File: src/tsmi_pkg.sv
package tsmi_pkg;

  // ****************************************
  // Bus, register, counter and port widths
  // ****************************************
  localparam int unsigned ADDR_W = 8;
  localparam int unsigned DATA_W = 32;
  localparam int unsigned REG_W = 8;
  localparam int unsigned CNT_W = 16;
  localparam int unsigned PORT_W = 8;
  localparam int unsigned COUNTER_CLEAR_SELECT_W = 3;
  localparam int unsigned START_W = 4;

  // ****************************************
  // Register byte offsets
  // ****************************************
  localparam logic [7:0] OFS_PORT1_DIRECTION = 8'h00;
  localparam logic [7:0] OFS_TIMER0_STATUS = 8'h04;
  localparam logic [7:0] OFS_IRQ_REQUEST_2H = 8'h08;
  localparam logic [7:0] OFS_IRQ_MASK_2H = 8'h0c;
  localparam logic [7:0] OFS_TIMER_START = 8'h10;
  localparam logic [7:0] OFS_PERIOD_GENERAL = 8'h14;
  localparam logic [7:0] OFS_COUNTER0 = 8'h18;
  localparam logic [7:0] OFS_TIMER0_CONTROL = 8'h1c;
  localparam logic [7:0] OFS_TIMER0_IRQ_ENABLE = 8'h20;
  localparam logic [7:0] OFS_PORT1_DATA = 8'h24;

  // ****************************************
  // Field positions
  // ****************************************
  localparam int unsigned BIT_PERIOD_MATCH_FLAG = 0;
  localparam int unsigned BIT_TIMER0_IRQ_REQUEST = 1;
  localparam int unsigned BIT_TIMER0_IRQ_MASK = 1;
  localparam int unsigned BIT_COUNTER0_RUN = 0;
  localparam int unsigned BIT_PERIOD_MATCH_IRQ_ENABLE = 0;
  localparam int unsigned BIT_COUNTER_CLEAR_SELECT_LO = 5;
  localparam int unsigned BIT_COUNTER_CLEAR_SELECT_HI = 7;

  // ****************************************
  // Encodings and reset values
  // ****************************************
  localparam logic [2:0] COUNTER_CLEAR_SELECT_ON_PERIOD_MATCH = 3'h1;
  localparam logic [7:0] RST_PORT1_DIRECTION = 8'hff;
  localparam logic [7:0] RST_IRQ_REQUEST_2H = 8'h00;
  localparam logic [7:0] RST_IRQ_MASK_2H = 8'hff;
  localparam logic [3:0] RST_TIMER_START = 4'h0;
  localparam logic [15:0] RST_PERIOD_GENERAL = 16'hffff;
  localparam logic [7:0] RST_TIMER0_CONTROL = 8'h00;
  localparam logic [7:0] RST_PORT1_DATA = 8'h00;

endpackage

File: src/tsmi_counter.sv
`timescale 1ns/1ps

// ****************************************
// Channel 0 up counter with period compare
// ****************************************
module tsmi_counter #(
  parameter int unsigned CNT_W = 16
) (
  input wire logic clk_i,
  input wire logic rst_i,
  input wire logic run_i,
  input wire logic clear_on_match_i,
  input wire logic [CNT_W-1:0] period_i,
  input wire logic load_i,
  input wire logic [CNT_W-1:0] load_val_i,
  output logic [CNT_W-1:0] count_o,
  output logic match_o
);

  logic [CNT_W-1:0] count_ff;
  logic match_ff;
  logic equal;

  assign equal = (count_ff == period_i);

  // Count only while running; a stopped counter holds its value unless loaded
  always_ff @(posedge clk_i) begin
    if (rst_i) begin
      count_ff <= '0;
    end else if (load_i) begin
      count_ff <= load_val_i;
    end else if (run_i) begin
      if (equal && clear_on_match_i) begin
        count_ff <= '0;
      end else begin
        count_ff <= count_ff + CNT_W'(1);
      end
    end
  end

  // One pulse per compare match while counting
  always_ff @(posedge clk_i) begin
    if (rst_i) begin
      match_ff <= 1'b0;
    end else begin
      match_ff <= run_i && equal && !load_i;
    end
  end

  assign count_o = count_ff;
  assign match_o = match_ff;

endmodule

File: src/tsmi_top.sv
// Implementation choices: the Wishbone slave port and the address map.
`timescale 1ns/1ps

module tsmi_top #(
  parameter int unsigned CNT_W = tsmi_pkg::CNT_W,
  parameter int unsigned PORT_W = tsmi_pkg::PORT_W
) (
  input wire logic clk_i,
  input wire logic rst_i,
  input wire logic wb_cyc_i,
  input wire logic wb_stb_i,
  input wire logic wb_we_i,
  input wire logic [tsmi_pkg::ADDR_W-1:0] wb_adr_i,
  input wire logic [3:0] wb_sel_i,
  input wire logic [tsmi_pkg::DATA_W-1:0] wb_dat_i,
  output logic [tsmi_pkg::DATA_W-1:0] wb_dat_o,
  output logic wb_ack_o,
  input wire logic [PORT_W-1:0] port1_pin_i,
  output logic [PORT_W-1:0] port1_pin_o,
  output logic [PORT_W-1:0] port1_pin_oe_n_o,
  output logic timer0_interrupt_o,
  output logic [CNT_W-1:0] counter0_o
);

  // ****************************************
  // Declarations
  // ****************************************
  logic ack_ff;
  logic [tsmi_pkg::DATA_W-1:0] rdata_ff;
  logic [tsmi_pkg::DATA_W-1:0] nxt_rdata;
  logic req;
  logic fire;
  logic wr;
  logic rd;
  logic lane0;
  logic [tsmi_pkg::REG_W-1:0] wbyte;

  logic [PORT_W-1:0] port1_direction_ff;
  logic [PORT_W-1:0] port1_data_ff;
  logic [PORT_W-1:0] pin_s1_ff;
  logic [PORT_W-1:0] pin_s2_ff;
  logic [PORT_W-1:0] pin_s3_ff;
  logic [PORT_W-1:0] pin_level_ff;

  logic period_match_flag_ff;
  logic clear_armed_ff;
  logic [tsmi_pkg::REG_W-1:0] irq_request_flags_2h_ff;
  logic [tsmi_pkg::REG_W-1:0] irq_mask_flags_2h_ff;
  logic [tsmi_pkg::START_W-1:0] timer_start_control_ff;
  logic [CNT_W-1:0] period_general_reg_ff;
  logic [tsmi_pkg::REG_W-1:0] timer0_control_ff;
  logic period_match_irq_enable_ff;

  logic [CNT_W-1:0] counter0;
  logic period_match;
  logic counter0_run;
  logic clear_on_match;
  logic counter0_load;
  logic period_match_interrupt;

  logic wr_status;
  logic wr_request;

  // ****************************************
  // Wishbone classic slave
  // ****************************************
  // Ack comes one cycle after the request; the write happens on the edge where ack is seen,
  // the read arm on the capture edge before it; a held request is acked again every second cycle.
  assign req = wb_cyc_i && wb_stb_i;
  assign fire = req && ack_ff;
  assign wr = fire && wb_we_i;
  assign rd = fire && !wb_we_i;
  assign lane0 = wb_sel_i[0];
  assign wbyte = wb_dat_i[tsmi_pkg::REG_W-1:0];

  always_ff @(posedge clk_i) begin
    if (rst_i) begin
      ack_ff <= 1'b0;
    end else begin
      ack_ff <= req && !ack_ff;
    end
  end

  // Unmapped offsets read as zero and ignore writes
  always_comb begin
    nxt_rdata = '0;
    if (wb_adr_i == tsmi_pkg::OFS_PORT1_DIRECTION) begin
      nxt_rdata[PORT_W-1:0] = port1_direction_ff;
    end else if (wb_adr_i == tsmi_pkg::OFS_TIMER0_STATUS) begin
      nxt_rdata[tsmi_pkg::BIT_PERIOD_MATCH_FLAG] = period_match_flag_ff;
    end else if (wb_adr_i == tsmi_pkg::OFS_IRQ_REQUEST_2H) begin
      nxt_rdata[tsmi_pkg::REG_W-1:0] = irq_request_flags_2h_ff;
    end else if (wb_adr_i == tsmi_pkg::OFS_IRQ_MASK_2H) begin
      nxt_rdata[tsmi_pkg::REG_W-1:0] = irq_mask_flags_2h_ff;
    end else if (wb_adr_i == tsmi_pkg::OFS_TIMER_START) begin
      nxt_rdata[tsmi_pkg::START_W-1:0] = timer_start_control_ff;
    end else if (wb_adr_i == tsmi_pkg::OFS_PERIOD_GENERAL) begin
      nxt_rdata[CNT_W-1:0] = period_general_reg_ff;
    end else if (wb_adr_i == tsmi_pkg::OFS_COUNTER0) begin
      nxt_rdata[CNT_W-1:0] = counter0;
    end else if (wb_adr_i == tsmi_pkg::OFS_TIMER0_CONTROL) begin
      nxt_rdata[tsmi_pkg::REG_W-1:0] = timer0_control_ff;
    end else if (wb_adr_i == tsmi_pkg::OFS_TIMER0_IRQ_ENABLE) begin
      nxt_rdata[tsmi_pkg::BIT_PERIOD_MATCH_IRQ_ENABLE] =
        period_match_irq_enable_ff;
    end else if (wb_adr_i == tsmi_pkg::OFS_PORT1_DATA) begin
      nxt_rdata[PORT_W-1:0] = pin_level_ff;
    end
  end

  always_ff @(posedge clk_i) begin
    if (rst_i) begin
      rdata_ff <= '0;
    end else if (req && !ack_ff) begin
      rdata_ff <= nxt_rdata;
    end
  end

  assign wb_ack_o = ack_ff;
  assign wb_dat_o = rdata_ff;

  // ****************************************
  // Port 1 pins
  // ****************************************
  always_ff @(posedge clk_i) begin
    if (rst_i) begin
      port1_direction_ff <= tsmi_pkg::RST_PORT1_DIRECTION;
    end else if (wr && lane0 &&
                 wb_adr_i == tsmi_pkg::OFS_PORT1_DIRECTION) begin
      port1_direction_ff <= wbyte[PORT_W-1:0];
    end
  end

  always_ff @(posedge clk_i) begin
    if (rst_i) begin
      port1_data_ff <= tsmi_pkg::RST_PORT1_DATA;
    end else if (wr && lane0 && wb_adr_i == tsmi_pkg::OFS_PORT1_DATA) begin
      port1_data_ff <= wbyte[PORT_W-1:0];
    end
  end

  // Three stages; a change counts only once stages two and three agree,
  // which rejects a single-cycle glitch at the cost of a cycle of latency.
  always_ff @(posedge clk_i) begin
    if (rst_i) begin
      pin_s1_ff <= '0;
      pin_s2_ff <= '0;
      pin_s3_ff <= '0;
    end else begin
      pin_s1_ff <= port1_pin_i;
      pin_s2_ff <= pin_s1_ff;
      pin_s3_ff <= pin_s2_ff;
    end
  end

  // Per pin: driven pins read back their latch, others the filtered input
  for (genvar i = 0; i < PORT_W; i++) begin : g_pin
    always_ff @(posedge clk_i) begin
      if (rst_i) begin
        pin_level_ff[i] <= 1'b0;
      end else if (!port1_direction_ff[i]) begin
        pin_level_ff[i] <= port1_data_ff[i];
      end else if (pin_s2_ff[i] == pin_s3_ff[i]) begin
        pin_level_ff[i] <= pin_s3_ff[i];
      end
    end
    // Output buffer on when the direction bit is 0
    assign port1_pin_oe_n_o[i] = port1_direction_ff[i];
  end

  assign port1_pin_o = port1_data_ff;

  // ****************************************
  // Timer control registers
  // ****************************************
  always_ff @(posedge clk_i) begin
    if (rst_i) begin
      timer_start_control_ff <= tsmi_pkg::RST_TIMER_START;
    end else if (wr && lane0 && wb_adr_i == tsmi_pkg::OFS_TIMER_START) begin
      timer_start_control_ff <= wbyte[tsmi_pkg::START_W-1:0];
    end
  end

  assign counter0_run = timer_start_control_ff[tsmi_pkg::BIT_COUNTER0_RUN];

  always_ff @(posedge clk_i) begin
    if (rst_i) begin
      period_general_reg_ff <= tsmi_pkg::RST_PERIOD_GENERAL;
    end else if (wr && wb_adr_i == tsmi_pkg::OFS_PERIOD_GENERAL) begin
      if (wb_sel_i[0]) begin
        period_general_reg_ff[7:0] <= wb_dat_i[7:0];
      end
      if (wb_sel_i[1]) begin
        period_general_reg_ff[15:8] <= wb_dat_i[15:8];
      end
    end
  end

  always_ff @(posedge clk_i) begin
    if (rst_i) begin
      timer0_control_ff <= tsmi_pkg::RST_TIMER0_CONTROL;
    end else if (wr && lane0 &&
                 wb_adr_i == tsmi_pkg::OFS_TIMER0_CONTROL) begin
      timer0_control_ff <= wbyte;
    end
  end

  assign clear_on_match =
    timer0_control_ff[tsmi_pkg::BIT_COUNTER_CLEAR_SELECT_HI:tsmi_pkg::BIT_COUNTER_CLEAR_SELECT_LO] ==
    tsmi_pkg::COUNTER_CLEAR_SELECT_ON_PERIOD_MATCH;

  always_ff @(posedge clk_i) begin
    if (rst_i) begin
      period_match_irq_enable_ff <= 1'b0;
    end else if (wr && lane0 &&
                 wb_adr_i == tsmi_pkg::OFS_TIMER0_IRQ_ENABLE) begin
      period_match_irq_enable_ff <=
        wbyte[tsmi_pkg::BIT_PERIOD_MATCH_IRQ_ENABLE];
    end
  end

  // Counter writes need both low lanes so a half value never loads
  assign counter0_load = wr && wb_sel_i[0] && wb_sel_i[1] &&
                         wb_adr_i == tsmi_pkg::OFS_COUNTER0;

  tsmi_counter #(
    .CNT_W(CNT_W)
  ) u_counter0 (
    .clk_i(clk_i),
    .rst_i(rst_i),
    .run_i(counter0_run),
    .clear_on_match_i(clear_on_match),
    .period_i(period_general_reg_ff),
    .load_i(counter0_load),
    .load_val_i(wb_dat_i[CNT_W-1:0]),
    .count_o(counter0),
    .match_o(period_match)
  );

  assign counter0_o = counter0;

  // ****************************************
  // Period match flag
  // ****************************************
  assign wr_status = wr && lane0 && wb_adr_i == tsmi_pkg::OFS_TIMER0_STATUS;

  // A read arms the clear on the edge its data is captured, so the arm
  // matches what software saw; any status write with lane 0 selected disarms
  always_ff @(posedge clk_i) begin
    if (rst_i) begin
      clear_armed_ff <= 1'b0;
    end else if (wr_status) begin
      clear_armed_ff <= 1'b0;
    end else if (req && !ack_ff && !wb_we_i &&
                 wb_adr_i == tsmi_pkg::OFS_TIMER0_STATUS &&
                 period_match_flag_ff) begin
      clear_armed_ff <= 1'b1;
    end
  end

  // A match in the clearing cycle wins; writing 1 has no effect
  always_ff @(posedge clk_i) begin
    if (rst_i) begin
      period_match_flag_ff <= 1'b0;
    end else if (period_match) begin
      period_match_flag_ff <= 1'b1;
    end else if (wr_status && clear_armed_ff &&
                 !wbyte[tsmi_pkg::BIT_PERIOD_MATCH_FLAG]) begin
      period_match_flag_ff <= 1'b0;
    end
  end

  // ****************************************
  // Interrupt request and mask
  // ****************************************
  assign period_match_interrupt =
    period_match && period_match_irq_enable_ff;
  assign wr_request = wr && lane0 &&
                      wb_adr_i == tsmi_pkg::OFS_IRQ_REQUEST_2H;

  // Other bits are plain storage for neighbouring sources
  for (genvar b = 0; b < tsmi_pkg::REG_W; b++) begin : g_req
    always_ff @(posedge clk_i) begin
      if (rst_i) begin
        irq_request_flags_2h_ff[b] <= tsmi_pkg::RST_IRQ_REQUEST_2H[b];
      end else if (b == tsmi_pkg::BIT_TIMER0_IRQ_REQUEST &&
                   period_match_interrupt) begin
        irq_request_flags_2h_ff[b] <= 1'b1;
      end else if (wr_request) begin
        irq_request_flags_2h_ff[b] <= wbyte[b];
      end
    end
  end

  always_ff @(posedge clk_i) begin
    if (rst_i) begin
      irq_mask_flags_2h_ff <= tsmi_pkg::RST_IRQ_MASK_2H;
    end else if (wr && lane0 && wb_adr_i == tsmi_pkg::OFS_IRQ_MASK_2H) begin
      irq_mask_flags_2h_ff <= wbyte;
    end
  end

  // Request reaches the CPU only when unmasked
  assign timer0_interrupt_o =
    irq_request_flags_2h_ff[tsmi_pkg::BIT_TIMER0_IRQ_REQUEST] &&
    !irq_mask_flags_2h_ff[tsmi_pkg::BIT_TIMER0_IRQ_MASK];

endmodule

File: config.mk
export PLATFORM = sky130hd
export DESIGN_NAME = tsmi_top
export DESIGN_NICKNAME = d
export VERILOG_FILES = /design/src/tsmi_pkg.sv /design/src/tsmi_counter.sv /design/src/tsmi_top.sv
export SDC_FILE = /design/constraint.sdc
export NUM_CORES = 1
export LEC_CHECK = 0
export BUFFER_PORTS_ARGS = -buffer_cell sky130_fd_sc_hd__buf_2
export CORE_MARGIN = 2
export CORE_UTILIZATION = 30
export DETAILED_ROUTE_END_ITERATION = 12
export GPL_ROUTABILITY_DRIVEN = 0
export GPL_TIMING_DRIVEN = 0
export HOLD_SLACK_MARGIN = 0.08
export PLACE_DENSITY_LB_ADDON = 0.15
export SLEW_MARGIN = 20
export SYNTH_ARGS = -nofsm -noshare
export SYNTH_HDL_FRONTEND = slang
export SYNTH_SLANG_ARGS = --single-unit
File: constraint.sdc
create_clock -name clk_i -period 1.8 [get_ports clk_i]
set_input_delay 0.09 -clock clk_i [delete_from_list [all_inputs] [get_ports clk_i]]
set_output_delay 0.09 -clock clk_i [all_outputs]
set_load 0.01 [all_outputs]
==> flow_summary_export.csv, run 1 <==
group,metric,value,unit
outcome,status,"completed",
power,p_leak,3.24,nW
synth,synth_warnings,0,
power,power.share.sequential,43.6,%
drt,vias,5962,
drt,wl_per_cell,19.8,um
clock_network,clock_sinks,129,
setup_path,rr_startpoint,"timer_start_control_ff[0]",
power,combPwrFrac,6.6,%
finish,fin_util,39.1,%
power,p_per_area,838,nW/um^2
sta,post-route-min-period,1680,ps
synth,synth-seq-cells,129,
sta,setup_viol,0,
sta,max_slew.worst_pin.slew,689,ps
global_routing,grt_max_degree,17,
global_routing,antenna_found_initial,0,
drt,drc,0,
setup_path,worstPathArrival,1980,ps
setup_path,reg2reg_depth,4,
setup_path,crit_start,"timer_start_control_ff[0]",
sta,period_share,93.6,%
clock_network,clock_path_buffers,2,
global_routing,grt_pass1_vias,5686,
finish,num-nets-final,921,
drt,ant_nets,0,
worst_hold_path,hold_depth,4,
setup_path,max_stage_delay,560,ps
clock_network,cts_tree,"yes",
sta,fmax,593,MHz
sta,relSlewSlack,54.1,%
synth,ys_types,69,
clock_network,htreeDepth,4,
power,p_int,0.00496,W
setup_path,crit_fanout,10,
worst_hold_path,hold_class,"input pin to register",
die,dieArea,22000,um^2
setup_path,path_class,"register to register",
global_routing,grt_pass1_wl,34500,um
setup_path,critPathLaunchType,"register",
sta,skew,16.7,ps
drt,drt-initial-drc-count,459,
finish,fillers,2102,
synth,syn_area,6240,um^2
sta,tns,0,ps
clock_network,cts_buffers,17,
die,dieWidth,148,um
die,coreArea,20300,um^2
clock_network,cts_root_buf,"clkbuf_16",
setup_path,r2r_slack,120,ps
power,switching_share,25.4,%
finish,drive_gt1_share,23.7,%
place,io_buffers,84,
synth,ys.flop_type,"dfxtp_1",
drt,routed_wirelength,22700,um
setup_path,critPathCaptureType,"register",
die,rows,52,
finish,diodes,0,
sta,finalHoldViolations,0,
setup_path,critical_path.endpoint,"u_counter0.count_o[12]",
setup_path,crit_chain,"clkbuf_2 > nand3_1 > o211ai_1 > a21oi_1",
synth,synth_edf_count,0,
power,ir_drop,0.000597,V
drt,drt_pass1_iterations,5,
sta,rsz0062_at_grt,"true",
drt,via_per_inst,5.20,
synth,syn-instance-count,728,
sta,finalMaxSlewViolations,0,
clock_network,clk_pin_slew_worst_paths,60,ps
setup_path,critPathRequiredTime,2090,ps
finish,fin_cells,1146,
place,dp.cells,1097,
setup_path,cpMaxStageDelayCell,"dfxtp_1",
synth,avgSynthCellArea,8.58,um^2
power,p_switching,0.00169,W
synth,synth_seq_area_share,41.4,%
die,io_pins,123,
die,initial_core_util,30.8,%
setup_path,reg2reg_to,"u_counter0.count_o[12]",
place,hpwl,16500,um
clock_network,worstSkewPairLatency,430,ps
flow_run,cap_violations,0,
die,die_h,148,um
power,clockPowerShare,49.8,%
synth,async_flop_share,0,%
global_routing,grt_usage,21.0,%
finish,area_delta_synth_final,27.2,%
sta,whs,124,ps
global_routing,grt_remaining_overflow,0,
-- layout make-up --
type	instances	area (um^2)	area share, %
plain buffers	60	349	4.40
clock inverters	14	130	1.64
multi-input cells	542	3430	43.2
flip-flops and latches	129	2590	32.7
inverters	5	18.8	0.236
repair buffers	108	651	8.19
well taps	270	338	4.25
clock buffers	18	429	5.40
-- state kept, by name (all words and copies together) (netlist names) --
signal and cells:
pin_s2_ff 8, period_general_reg_ff 16, period_match_flag_ff 1, pin_s3_ff 8
wb_dat_o 16, pin_level_ff 8, u_counter0.match_o 1, timer0_control_ff 8
wb_ack_o 1, irq_mask_flags_2h_ff 8, pin_s1_ff 8, u_counter0.count_o 16
clear_armed_ff 1, port1_pin_oe_n_o 8, port1_pin_o 8, period_match_irq_enable_ff 1
irq_request_flags_2h_ff 8, timer_start_control_ff 4
-- power by group through the flow --
stage / Sequential [W] / Combinational [W] / Clock [W]
floorplan: 0.00296 / 0.000218 / 0
global placement: 0.00296 / 0.000397 / 0
detailed placement: 0.00296 / 0.000394 / 0
CTS: 0.00290 / 0.000432 / 0.00337
global route: 0.00290 / 0.000472 / 0.00350
finish: 0.00290 / 0.000438 / 0.00332
-- synth_stat cells, types with 3 or more instances --
library cell  instances  share of area, %
a211o_1               8               1.1
a211oi_1              8              0.96
a21oi_1              42               3.4
a221oi_1              4              0.56
a22o_1               12               1.7
a22oi_1              13               1.6
a311oi_1              8               1.1
and2_1                5              0.50
and3_1               16               1.6
and4_1                4              0.56
buf_2                16               1.3
buf_4                18               2.2
clkbuf_1             30               1.8
dfxtp_1             129                41
inv_1                 5              0.30
mux2_2                5              0.90
mux2i_1              16               2.6
nand2_1             113               6.8
nand2b_1              6              0.60
nand3_1              25               2.0
nand3b_1             27               3.2
nand4_1               8              0.80
nor2_1               47               2.8
nor2_2                3              0.30
nor2b_1              28               2.8
nor3_1                7              0.56
nor3b_1               4              0.48
nor4_1                7              0.70
o211ai_1              7              0.84
o21ai_0              19               1.5
o21bai_1              4              0.48
o221ai_1              4              0.56
o22ai_1               7              0.70
xnor2_1               4              0.56
xor2_1               23               3.2
-- placed cells by master (no fill, tap or decap), drive strengths merged, types with 20 or more instances in the layout --
| master | instances |
|---|---|
| a21oi | 42 |
| xor2 | 23 |
| nor2b | 28 |
| nand2 | 114 |
| clkbuf | 43 |
| dlygate4sd3 | 20 |
| dfxtp | 129 |
| nand3b | 27 |
| nor2 | 52 |
| buf | 123 |
| nand3 | 26 |
-- critical path: cells and delay by family (launching register included) --
| family | cells | cell delay [ps] |
|---|---|---|
| buf+inv | 1 | 360 |
| simple gates | 1 | 280 |
| flops | 1 | 560 |
| compound gates | 2 | 340 |
-- layer usage --
| layer | GRT usage, % | vias to the layer above | wire, um |
|---|---|---|---|
| met5 | 0 | - | 0 |
| met4 | 6.48 | 0 | 379 |
| met3 | 3.44 | 30 | 1230 |
| met2 | 33.7 | 227 | 10600 |
| met1 | 29.1 | 2857 | 10500 |
| li1 | - | 2848 | - |
-- worst min path at each step --
stage / endpoint / startpoint / slack [ps]
5_1_grt: period_general_reg_ff[13] / wb_sel_i[1] / 160
2_1_floorplan: period_general_reg_ff[4] / wb_dat_i[4] / 210
3_3_place_gp: pin_s1_ff[7] / port1_pin_i[7] / 300
4_1_cts: clear_armed_ff / wb_we_i / 100
3_5_place_dp: pin_s1_ff[4] / port1_pin_i[4] / 300
6_report: clear_armed_ff / wb_we_i / 120
-- per-stage QoR --
| stage | setup slack [ps] | power [W] | instance area, um^2 |
|---|---|---|---|
| 2_1_floorplan | 20.3 | 0.00318 | 6300 |
| 3_3_place_gp | -574 | 0.00336 | 7060 |
| 3_5_place_dp | -574 | 0.00336 | 7060 |
| 4_1_cts | 6.04 | 0.00670 | 7870 |
| 5_1_grt | 3.32 | 0.00687 | 7940 |
| 6_report | 115 | 0.00665 | 7940 |
-- cell families (layout without fill, tap and decap cells) --
| family | Yosys count | in the layout | share of synthesized area, % |
|---|---|---|---|
| xor+xnor | 27 | 27 | 3.79 |
| compound gates | 158 | 158 | 18.0 |
| fa+ha+maj | 1 | 1 | 0.200 |
| buf+inv | 72 | 205 | 5.97 |
| other cells | 1 | 16 | 0.0601 |
| flops | 129 | 129 | 41.4 |
| simple gates | 319 | 319 | 27.1 |
| mux | 21 | 21 | 3.47 |
-- timing repair --
action,CTS,global route
hold buffers,20,0
buffers inserted,1,3
pin swaps,2,4
endpoints found under the hold margin,40,0
resized for setup,21,20
setup endpoints to repair,81,71
(Power assumes the default switching activity.)
==> run 2, diff against run 1 <==
--- a/config.mk
+++ b/config.mk
@@ -7,7 +7,7 @@
 export LEC_CHECK = 0
 export BUFFER_PORTS_ARGS = -buffer_cell sky130_fd_sc_hd__buf_2
 export CORE_MARGIN = 2
-export CORE_UTILIZATION = 30
+export CORE_UTILIZATION = 55
 export DETAILED_ROUTE_END_ITERATION = 12
 export GPL_ROUTABILITY_DRIVEN = 0
 export GPL_TIMING_DRIVEN = 0
==> constraint.sdc (replaced) <==
create_clock -name clk_i -period 1.6 [get_ports clk_i]
set_input_delay 0.08 -clock clk_i [delete_from_list [all_inputs] [get_ports clk_i]]
set_output_delay 0.08 -clock clk_i [all_outputs]
set_load 0.01 [all_outputs]
==> flow_summary_export.csv, run 2 (synthesis results as in run 1) <==
group,metric,value,unit
finish,final_cell_mix,"dfxtp_1, nand2_1, buf_2",
sta,max_slew.worst_pin.slew,739,ps
clock_network,clk_pin_slew_worst_paths,60,ps
worst_hold_path,holdPathEnd,"period_general_reg_ff[14]",
place,hpwl,14600,um
sta,finalHoldViolations,0,
finish,mostFrequentLayoutCell,"dfxtp_1",
clock_network,worstSkewPairLatency,430,ps
global_routing,grt_max_degree,17,
sta,skew,8.69,ps
finish,diodes,0,
setup_path,crit_chain,"xor2_1 > nor4_2 > nand4_1 > buf_6 > o21ai_4 > o22ai_1",
setup_path,rr_startpoint,"u_counter0.count_o[15]",
drt,wl_per_cell,21.1,um
worst_hold_path,hold_start,"wb_sel_i[1]",
sta,rsz0062_at_grt,"true",
place,io_buffers,84,
drt,vias,6498,
clock_network,cts_buffers,17,
power,p_leak,3.41,nW
die,io_pins,123,
finish,fillers,793,
drt,drt_pass1_iterations,8,
setup_path,reg2reg_depth,6,
drt,via_per_inst,6.28,
setup_path,critPathLaunchType,"register",
setup_path,r2r_slack,-180,ps
setup_path,critPathCaptureType,"register",
global_routing,grt_pass1_wl,33200,um
die,initial_core_util,57.1,%
clock_network,clock_sinks,129,
sta,finalMaxSlewViolations,0,
setup_path,crit_fanout,5,
finish,num-nets-final,940,
outcome,status,"finished, violations left",
setup_path,max_stage_delay,410,ps
setup_path,cpMaxStageDelayCell,"nor4_2",
outcome,violations,"negative setup slack",
clock_network,clock_path_buffers,2,
sta,setup_viol,17,
global_routing,grt_pass1_vias,6321,
drt,drt-initial-drc-count,992,
setup_path,reg2reg_to,"u_counter0.count_o[0]",
power,p_per_area,953,nW/um^2
sta,whs,113,ps
drt,routed_wirelength,21800,um
sta,post-route-worst-setup-slack,-176,ps
die,dieArea,12200,um^2
sta,period_share,111,%
clock_network,htreeDepth,4,
global_routing,grt_remaining_overflow,0,
worst_hold_path,hold_class,"input pin to register",
clock_network,cts_root_buf,"clkbuf_16",
finish,drive_gt1_share,27.8,%
sta,relSlewSlack,50.7,%
global_routing,grt_usage,34.8,%
setup_path,path_class,"register to register",
die,dieWidth,111,um
die,rows,38,
sta,fmax,563,MHz
die,coreArea,10900,um^2
drt,ant_nets,0,
flow_run,cap_violations,0,
finish,fin_util,74.9,%
global_routing,antenna_found_initial,0,
setup_path,critPathRequiredTime,1890,ps
worst_hold_path,hold_depth,4,
clock_network,cts_tree,"yes",
setup_path,worstPathArrival,2070,ps
power,ir_drop,0.000766,V
drt,drc,0,
finish,area_delta_synth_final,31.2,%
sta,post-route-min-period,1780,ps
power,power,0.00781,W
die,die_h,111,um
run 2: cell types whose count changed in the layout (fill, tap and decap cells not counted), moves of 4 or more:
| cell | change |
|---|---|
| clkbuf_8 | +5 |
| inv_6 | -4 |
| dfxtp_4 | +9 |
| buf_4 | +14 |
| buf_6 | +5 |
| dfxtp_1 | -6 |
run 2: metrics by stage:
stage | cell area, um^2 | instances | setup TNS [ps] | worst slack, ps
2_1_floorplan | 6340 | 743 | -424 | -47.6
3_3_place_gp | 6940 | 967 | -25430 | -420
3_5_place_dp | 6940 | 967 | -27530 | -456
4_1_cts | 8030 | 1031 | -370 | -57.8
5_1_grt | 8190 | 1035 | -2040 | -194
6_report | 8190 | 1035 | -1710 | -176
run 2: worst max-delay path by stage:
stage	slack (ps)	from	endpoint
2_1_floorplan	-50	u_counter0.count_o[8]	u_counter0.count_o[1]
3_3_place_gp	-420	rst_i	u_counter0.count_o[0]
3_5_place_dp	-460	u_counter0.count_o[0]	u_counter0.count_o[15]
4_1_cts	-60	u_counter0.count_o[15]	u_counter0.count_o[15]
5_1_grt	-190	u_counter0.count_o[15]	u_counter0.count_o[2]
6_report	-180	u_counter0.count_o[15]	u_counter0.count_o[0]
run 2: cell type report:
| type | count | area [um^2] | share of cell area (%) |
|---|---|---|---|
| inverter | 5 | 18.8 | 0.229 |
| multi-input combinational | 542 | 3560 | 43.4 |
| tap | 140 | 175 | 2.14 |
| clock buffer | 23 | 488 | 5.96 |
| clock inverter | 9 | 129 | 1.57 |
| sequential | 129 | 2630 | 32.0 |
| timing repair buffer | 128 | 827 | 10.1 |
| buffer | 59 | 373 | 4.55 |
run 2: what timing repair did:
action	in CTS	in global routing
pin swaps	6	16
cloned	1	0
gates resized for setup	51	36
setup endpoints to repair	82	80
hold buffers	21	0
buffers inserted	15	7
hold endpoints to repair	44	0
run 2: metal layers:
layer	share of wire (%)	GRT usage [%]	wire, um
met5	0	0	0
met4	6.1	20.1	1330
met3	9.8	7.14	2130
met2	47	58.0	10300
met1	37	41.5	8060
run 2: critical path, delay by kind of cell, from the launching register on:
kind,cells,cell delay [ps]
simple gates,2,640
flops,1,360
compound gates,2,280
buf+inv,1,200
xor+xnor,1,170
run 2: power breakdown:
part | switching, W | internal (W) | leakage, nW
logic | 0.000311 | 0.000194 | 2.06
registers | 0.0000173 | 0.00323 | 1.06
clock network | 0.00144 | 0.00261 | 0.299
